**src/shared/gear_clutch_pkg.sv**
```systemverilog
// Operation
// - capture all settings except axis count entering virtual mode
// - resample clutch command, mode, addresses and speed each cycle
// - reload teeth only on current value change
// - operation cycle period follows axis count
// - output equals input pulses times gear ratio
// - tooth counts 1 to 65535, default 1
// - forward keeps output direction with input
// - reverse negates the scaled pulses
// - clutch passes or blocks command pulses
// - smoothing clutch shapes rate at switching
// - direct clutch switches output immediately
// - smoothing offers time constant, exponential, linear
// - engaged passes pulses, disengaged passes none
// - done clears at switch, sets inside range
package gear_clutch_pkg;
   // ************************************************
   // register offsets
   // ************************************************
   localparam logic [7:0] REG_CTRL    = 8'h00;
   localparam logic [7:0] REG_TEETH   = 8'h04;
   localparam logic [7:0] REG_AXES    = 8'h08;
   localparam logic [7:0] REG_SLIP    = 8'h0c;
   localparam logic [7:0] REG_INPOS   = 8'h10;
   localparam logic [7:0] REG_ON_ADDR = 8'h14;
   localparam logic [7:0] REG_OFFADDR = 8'h18;
   localparam logic [7:0] REG_SPEED   = 8'h1c;
   localparam logic [7:0] REG_STATUS  = 8'h20;
   localparam logic [7:0] REG_POS     = 8'h24;
   // ************************************************
   // control fields
   // ************************************************
   localparam int CTRL_VIRT   = 0;
   localparam int CTRL_REV    = 1;
   localparam int CTRL_CMD    = 2;
   localparam int CTRL_SMOOTH = 3;
   localparam int CTRL_METH   = 4;
   localparam int CTRL_MODE   = 8;
   localparam int CTRL_W      = 11;
   localparam int TEETH_OUT   = 16;
   localparam logic [15:0] TEETH_RST = 16'h0001;
   localparam logic [5:0]  AXES_RST  = 6'h01;
   localparam logic [2:0]  MODE_MAX  = 3'h4;
   typedef enum logic [1:0] {
      METH_TC  = 2'b00,
      METH_EXP = 2'b01,
      METH_LIN = 2'b10
   } smooth_meth_e;
   typedef enum logic [2:0] {
      MODE_ONOFF = 3'b000,
      MODE_ADDR  = 3'b001
   } clutch_mode_e;
   localparam int EXP_SHIFT = 2;
   localparam int LIN_SHIFT = 4;
   // ************************************************
   // operation cycle timing
   // ************************************************
   localparam int CLK_NS   = 4;
   localparam int CYC_NS_1 = 880000;
   localparam int CYC_NS_2 = 1770000;
   localparam int CYC_NS_3 = 3550000;
   localparam int CYC_NS_4 = 7110000;
   localparam int CYC_CLKS_1 = CYC_NS_1 / CLK_NS;
   localparam int CYC_CLKS_2 = CYC_NS_2 / CLK_NS;
   localparam int CYC_CLKS_3 = CYC_NS_3 / CLK_NS;
   localparam int CYC_CLKS_4 = CYC_NS_4 / CLK_NS;
   localparam logic [5:0] AXES_A = 6'h05;
   localparam logic [5:0] AXES_B = 6'h0e;
   localparam logic [5:0] AXES_C = 6'h1c;
   localparam int CNT_W = 21;
endpackage

```
**src/rtl/gear_clutch_transmission.sv**
```systemverilog
// Design decisions made here: the address-and-strobe port and the address map.
`timescale 1ns/1ns
module gear_clutch_transmission
   import gear_clutch_pkg::*;
#(
   parameter int IN_W  = 16,
   parameter int CYC_1 = CYC_CLKS_1,
   parameter int CYC_2 = CYC_CLKS_2,
   parameter int CYC_3 = CYC_CLKS_3,
   parameter int CYC_4 = CYC_CLKS_4
) (
   input  wire logic                   ref_clk,
   input  wire logic                   rst,
   input  wire logic                   ce,
   input  wire logic [7:0]             addr,
   input  wire logic [31:0]            wdata,
   input  wire logic                   wr,
   input  wire logic                   rd,
   output logic      [31:0]            rdata,
   input  wire logic signed [IN_W-1:0] in_travel,
   input  wire logic                   cv_change,
   output logic                        op_tick,
   output logic signed [31:0]          out_travel,
   output logic                        virt_active,
   output logic                        clutch_engaged,
   output logic                        smooth_done
);
   // ************************************************
   // elaboration checks
   // ************************************************
   if (IN_W < 2 || IN_W > 16) begin : g_bad_w
      $error("IN_W must be 2 to 16");
   end
   if (CYC_1 < 2 || CYC_4 >= (1 << CNT_W)) begin : g_bad_cyc
      $error("cycle counts out of range");
   end

   typedef struct packed {
      logic [CTRL_W-1:0] cfg_ctrl;
      logic [15:0]       cfg_in_t;
      logic [15:0]       cfg_out_t;
      logic [5:0]        cfg_axes;
      logic [31:0]       cfg_slip;
      logic [31:0]       cfg_inpos;
      logic [31:0]       cfg_on;
      logic [31:0]       cfg_off;
      logic [15:0]       cfg_speed;
      logic              virt;
      logic              act_cmd;
      logic [2:0]        act_mode;
      logic              mode_err;
      logic [31:0]       act_on;
      logic [31:0]       act_off;
      logic [15:0]       act_speed;
      logic [15:0]       act_in_t;
      logic [15:0]       act_out_t;
      logic              act_rev;
      logic              act_smooth;
      logic [1:0]        act_meth;
      logic [31:0]       act_slip;
      logic [31:0]       act_inpos;
      logic [CNT_W-1:0]  tick_cnt;
      logic              tick;
      logic              engaged;
      logic signed [16:0] rem;
      logic signed [31:0] g;
      logic signed [31:0] rate;
      logic signed [31:0] pos;
      logic              done;
      logic [31:0]       rdata;
   } state_s;

   state_s st;
   state_s next_st;

   logic [CNT_W-1:0]   lim;
   logic signed [33:0] acc;
   logic signed [33:0] quo;
   logic signed [33:0] rem_full;
   logic signed [31:0] g_new;
   logic signed [31:0] target;
   logic signed [31:0] diff;
   logic signed [31:0] step;
   logic signed [31:0] lin_max;
   logic signed [31:0] rate_new;
   logic [31:0]        left;
   logic               eng_new;
   logic [2:0]         mode_new;

   // ************************************************
   // operation cycle length from axis count
   // ************************************************
   always_comb begin
      if (st.cfg_axes <= AXES_A) begin
         lim = CNT_W'(CYC_1 - 1);
      end else if (st.cfg_axes <= AXES_B) begin
         lim = CNT_W'(CYC_2 - 1);
      end else if (st.cfg_axes <= AXES_C) begin
         lim = CNT_W'(CYC_3 - 1);
      end else begin
         lim = CNT_W'(CYC_4 - 1);
      end
   end

   // ************************************************
   // next state
   // ************************************************
   always_comb begin
      next_st = st;
      next_st.tick = 1'b0;
      next_st.rdata = '0;
      // remainder carried so fractional pulses are never dropped
      acc = 34'(st.rem) + 34'(in_travel) * $signed({18'h0, st.act_out_t});
      quo = acc / $signed({18'h0, st.act_in_t});
      rem_full = acc - quo * $signed({18'h0, st.act_in_t});
      g_new = st.act_rev ? -quo[31:0] : quo[31:0];
      mode_new = st.cfg_ctrl[CTRL_MODE +: 3];
      eng_new = st.engaged;
      target = '0;
      diff = '0;
      step = '0;
      lin_max = '0;
      rate_new = '0;
      left = '0;

      if (wr) begin
         case (addr)
            REG_CTRL: begin
               next_st.cfg_ctrl = wdata[CTRL_W-1:0];
            end
            REG_TEETH: begin
               // zero is outside the legal tooth range and is ignored
               if (wdata[15:0] != '0) begin
                  next_st.cfg_in_t = wdata[15:0];
               end
               if (wdata[TEETH_OUT +: 16] != '0) begin
                  next_st.cfg_out_t = wdata[TEETH_OUT +: 16];
               end
            end
            REG_AXES: begin
               next_st.cfg_axes = wdata[5:0];
            end
            REG_SLIP: begin
               next_st.cfg_slip = wdata;
            end
            REG_INPOS: begin
               next_st.cfg_inpos = wdata;
            end
            REG_ON_ADDR: begin
               next_st.cfg_on = wdata;
            end
            REG_OFFADDR: begin
               next_st.cfg_off = wdata;
            end
            REG_SPEED: begin
               next_st.cfg_speed = wdata[15:0];
            end
            default: begin
            end
         endcase
      end
      if (rd) begin
         case (addr)
            REG_CTRL:    next_st.rdata = 32'(st.cfg_ctrl);
            REG_TEETH:   next_st.rdata = {st.act_out_t, st.act_in_t};
            REG_AXES:    next_st.rdata = 32'(st.cfg_axes);
            REG_SLIP:    next_st.rdata = st.cfg_slip;
            REG_INPOS:   next_st.rdata = st.cfg_inpos;
            REG_ON_ADDR: next_st.rdata = st.act_on;
            REG_OFFADDR: next_st.rdata = st.act_off;
            REG_SPEED:   next_st.rdata = 32'(st.act_speed);
            REG_STATUS:  next_st.rdata = {28'h0, st.mode_err, st.done, st.engaged, st.virt};
            REG_POS:     next_st.rdata = st.pos;
            default:     next_st.rdata = '0;
         endcase
      end

      // a shorter cycle chosen mid-count wraps at once instead of running round
      if (st.tick_cnt >= lim) begin
         next_st.tick_cnt = '0;
         next_st.tick = 1'b1;
      end else begin
         next_st.tick_cnt = st.tick_cnt + 1'b1;
      end

      if (!st.virt) begin
         next_st.engaged = 1'b0;
         next_st.rate = '0;
         next_st.rem = '0;
         next_st.done = 1'b1;
         if (st.cfg_ctrl[CTRL_VIRT]) begin
            // real to virtual: every setting except the axis count becomes its initial value
            next_st.virt = 1'b1;
            next_st.act_cmd = st.cfg_ctrl[CTRL_CMD];
            next_st.act_mode = (mode_new > MODE_MAX) ? MODE_ONOFF : mode_new;
            next_st.act_on = st.cfg_on;
            next_st.act_off = st.cfg_off;
            next_st.act_speed = st.cfg_speed;
            next_st.act_in_t = st.cfg_in_t;
            next_st.act_out_t = st.cfg_out_t;
            next_st.act_rev = st.cfg_ctrl[CTRL_REV];
            next_st.act_smooth = st.cfg_ctrl[CTRL_SMOOTH];
            next_st.act_meth = st.cfg_ctrl[CTRL_METH +: 2];
            next_st.act_slip = st.cfg_slip;
            next_st.act_inpos = st.cfg_inpos;
         end
      end else begin
         if (!st.cfg_ctrl[CTRL_VIRT]) begin
            next_st.virt = 1'b0;
         end
         if (cv_change) begin
            next_st.act_in_t = st.cfg_in_t;
            next_st.act_out_t = st.cfg_out_t;
         end
         if (st.tick) begin
            next_st.act_cmd = st.cfg_ctrl[CTRL_CMD];
            next_st.act_on = st.cfg_on;
            next_st.act_off = st.cfg_off;
            next_st.act_speed = st.cfg_speed;
            // an illegal mode keeps running on the previous one
            next_st.mode_err = mode_new > MODE_MAX;
            if (mode_new <= MODE_MAX) begin
               next_st.act_mode = mode_new;
            end
            if (st.act_mode == MODE_ADDR) begin
               if (st.act_cmd && st.pos >= $signed(st.act_on)) begin
                  eng_new = 1'b1;
               end else if (!st.act_cmd && st.pos >= $signed(st.act_off)) begin
                  eng_new = 1'b0;
               end
            end else begin
               eng_new = st.act_cmd;
            end
            next_st.rem = rem_full[16:0];
            next_st.g = g_new;
            target = eng_new ? g_new : 32'sh0;
            diff = target - st.rate;
            lin_max = $signed({1'b0, st.act_slip[31:1]} >>> LIN_SHIFT) | 32'sh1;
            case (st.act_meth)
               METH_EXP: begin
                  step = diff >>> EXP_SHIFT;
               end
               METH_LIN: begin
                  if (diff > lin_max) begin
                     step = lin_max;
                  end else if (diff < -lin_max) begin
                     step = -lin_max;
                  end else begin
                     step = diff;
                  end
               end
               default: begin
                  step = diff >>> st.act_slip[3:0];
               end
            endcase
            if (step == '0) begin
               step = diff;
            end
            rate_new = st.act_smooth ? st.rate + step : target;
            left = (target >= rate_new) ? 32'(target - rate_new) : 32'(rate_new - target);
            next_st.rate = rate_new;
            next_st.pos = st.pos + rate_new;
            next_st.engaged = eng_new;
            // a fresh switch beats completion in the same cycle
            if (eng_new != st.engaged && st.act_smooth) begin
               next_st.done = 1'b0;
            end else if (!st.act_smooth || left < st.act_inpos || left == '0) begin
               next_st.done = 1'b1;
            end
         end
      end
   end

   always_ff @(posedge ref_clk or posedge rst) begin
      if (rst) begin
         st <= '0;
         st.cfg_in_t <= TEETH_RST;
         st.cfg_out_t <= TEETH_RST;
         st.act_in_t <= TEETH_RST;
         st.act_out_t <= TEETH_RST;
         st.cfg_axes <= AXES_RST;
         st.done <= 1'b1;
      end else if (ce) begin
         st <= next_st;
      end
   end

   assign rdata = st.rdata;
   assign op_tick = st.tick;
   assign out_travel = st.rate;
   assign virt_active = st.virt;
   assign clutch_engaged = st.engaged;
   assign smooth_done = st.done;
endmodule

```
**config.mk**
```make
export PLATFORM = sky130hd
export DESIGN_NAME = gear_clutch_transmission
export DESIGN_NICKNAME = d
export VERILOG_FILES = /design/src/shared/gear_clutch_pkg.sv /design/src/rtl/gear_clutch_transmission.sv
export SDC_FILE = /design/constraint.sdc
export NUM_CORES = 2
export LEC_CHECK = 0
export BUFFER_PORTS_ARGS = -buffer_cell sky130_fd_sc_hd__clkbuf_2
export CORE_MARGIN = 2
export CORE_UTILIZATION = 65
export DETAILED_ROUTE_END_ITERATION = 6
export GPL_TIMING_DRIVEN = 0
export PLACE_DENSITY = 0.82
export SYNTH_ARGS = -nofsm -noshare
export SYNTH_HDL_FRONTEND = slang
export SYNTH_SLANG_ARGS = --single-unit
export TNS_END_PERCENT = 5
```
**constraint.sdc**
```tcl
create_clock -name ref_clk -period 262.4 [get_ports ref_clk]
set_input_delay 26.24 -clock ref_clk [delete_from_list [all_inputs] [get_ports ref_clk]]
set_output_delay 26.24 -clock ref_clk [all_outputs]
set_load 0.02 [all_outputs]
```
==> results.py <==
metrics = {
    "min_path": {
        "hp-class": "register to register",
    },
    "synthesis": {
        "ys_seq_elements": 514,
        "syn_avg_cell_area_um2": 8.20,
        "syn_inst": 9633,
        "synth_edf_count": 0,
        "synthArstFlopShare": 1.00,
        "syn-num-nets": 11000,
        "yosysWarnings": 0,
        "synthesis.area_mm2": 0.0790,
        "synth-seq-area-share": 0.163,
        "yosys_most_used_dff": "dfrtp_1",
        "yosys.cell_types.count": 135,
    },
    "grt": {
        "grt_pass1_vias": 77500,
        "grt_util_all_layers": 0.469,
        "overflow": 0,
        "antenna_found_initial": 12,
        "grt_pass1_wl_um": 455000,
        "grt_max_degree": 130,
    },
    "route": {
        "dr.pass1.iters": 7,
        "first_iter_violations": 10100,
        "antenna_left": 0,
        "post_drt_via_cell_ratio": 6.93,
        "remaining_drc_errors": 23,
        "wl_per_cell_um": 26.3,
        "finalWirelength_um": 303000,
        "vias": 79700,
    },
    "layout": {
        "final_common_cell": "ha_1",
        "final_cell_mix": "940 x ha_1, 904 x inv_1, 887 x nand2_1, 635 x nor2_1, 530 x a21oi_1",
        "n_fill_cell": 9401,
        "nNetsFinal": 11200,
        "syn_to_final_growth_pct": 6.12,
        "drive_above_1_share": 0.103,
    },
    "clock_network": {
        "postCtsSetupBuffers": 0,
        "root_buffer": "clkbuf_16",
        "cts-htree-levels": 2,
        "cts_sinks": 514,
        "cts.clk_slew.worst_paths_ps": 60,
        "cts_tree": "yes",
        "clock_latency_ps": 670,
        "cts_resized": 0,
        "numCtsBuffers": 56,
        "clockBufferDepth": 3,
        "hold_buffers": 0,
    },
    "sta": {
        "skew_ps": 56.7,
        "tns_ps": 0,
        "rsz0062_at_grt": "false",
        "drv_slew": 33,
        "finalCriticalPeriod_ps": 194800,
        "max_freq_ghz": 0.00513,
        "setup_viol": 0,
        "tightest_slew_ps": 1690,
        "finalHoldViolCount": 0,
        "fin_crit_sh": 0.742,
        "slew_headroom": -0.131,
    },
    "floorplanning": {
        "ios": 130,
        "die_w_um": 353,
        "core.rowCount": 127,
        "die_h_um": 353,
        "die-area_mm2": 0.124,
        "core_area_mm2": 0.120,
        "start_util": 0.657,
    },
    "job": {
        "maxCapViolations": 4,
    },
    "critical_path": {
        "cp.required_ps": 262910,
        "slowest_stage": "nor4_1",
        "worst_ep_arrival_time_ps": 195310,
        "critPathCaptureType": "register",
        "worst_setup_path_start_kind": "input pin",
        "critPathKind": "input pin to register",
        "crit_top_cell": "o21a_1",
        "cp_max_fo": 11,
        "critPathMaxStageDelay_ps": 1080,
    },
    "status": {
        "status": "finished, violations left",
        "failed_checks": "DRC, capacitance limit, slew limit",
    },
    "placed_design": {
        "hpwl_um": 243000,
        "gp_congestion": 1.06,
        "port_buffers": 126,
    },
}
[per-stage QoR]
stage,setup slack [ps],utilization,std cells,hold slack (ps),instance area [um2]
2_1_floorplan,104150,-,9633,451,79000
3_3_place_gp,75740,0.679,11400,471,81600
3_5_place_dp,72680,0.681,11400,486,81900
4_1_cts,72470,0.696,11500,498,83800
5_1_grt,58260,0.697,11500,515,83800
6_report,67600,0.697,11500,495,83800
[area by class of cell]
class                      count  area, um2  share of cell area
multi-input combinational   7751      60600               0.723
sequential                   514      12900               0.154
buffer                       441       2030              0.0242
clock buffer                  80       1620              0.0193
antenna                       10       25.0            0.000299
timing repair buffer         142        940              0.0112
clock inverter                21        205             0.00245
tap                         1612       2020              0.0241
inverter                     927       3490              0.0416
[cell families (layout without fill, tap and decap cells)]
group / Yosys count / after routing / synth area share
simple gates: 2884 / 2884 / 0.178
fa+ha+maj: 1283 / 1283 / 0.236
other cells: 0 / 10 / 0
flops: 514 / 514 / 0.163
mux: 573 / 573 / 0.0834
compound gates: 2536 / 2536 / 0.217
xor+xnor: 475 / 475 / 0.0532
buf+inv: 1368 / 1611 / 0.0698
[synthesized netlist by cell type (all sizes together), types with 252 or more instances]
cell type	n	area share
a21oi	534	0.034
clkbuf	282	0.013
dfrtp	508	0.16
fa	342	0.087
ha	940	0.15
inv	922	0.044
mux2	470	0.067
nand2	887	0.042
nor2	639	0.031
nor3	294	0.019
o21a	252	0.024
o21ai	507	0.032
xnor2	315	0.035
[flip-flops by register name, indices dropped and copies added, names as in the netlist]
| register | count |
|---|---|
| virt_active | 1 |
| op_tick | 1 |
| out_travel | 32 |
| mode_new | 3 |
| smooth_done | 1 |
| clutch_engaged | 1 |
| st | 443 |
| rdata | 32 |
[final timing paths]
| check | start | to | slack, ps | depth (start not counted) |
|---|---|---|---|---|
| max | in_travel[15] | smooth_done | 67600 | 670 |
| min | st[137] | st[137] | 500 | 2 |
| max reg2reg | st[238] | smooth_done | 92720 | 666 |
| min reg2reg | st[137] | st[137] | 500 | 2 |
| max in group asynchronous | rst | st[243] | 234650 | 5 |
| min in group asynchronous | rst | rdata[6] | 25650 | 2 |
[critical path, delay by kind of cell]
kind | cells | cell delay, ps
AO/OA/AOI/OAI | 368 | 81030
AND/OR/NAND/NOR | 151 | 35660
buffers and inverters | 92 | 30720
adder cells (fa/ha/maj) | 46 | 16400
XOR/XNOR | 6 | 3120
multiplexers | 7 | 1810
[per-layer routing]
| metal | global-route usage | part of all wire | up-vias |
|---|---|---|---|
| met2 | 0.711 | 0.42 | 5359 |
| li1 | - | - | 34700 |
| met5 | 0 | 0.00029 | - |
| met1 | 0.600 | 0.38 | 38200 |
| met3 | 0.125 | 0.13 | 1370 |
| met4 | 0.282 | 0.072 | 14 |
Power is left out: the tool's default activity adds up to more than one toggle a clock period on the data nets, which glitch-free logic cannot reach.
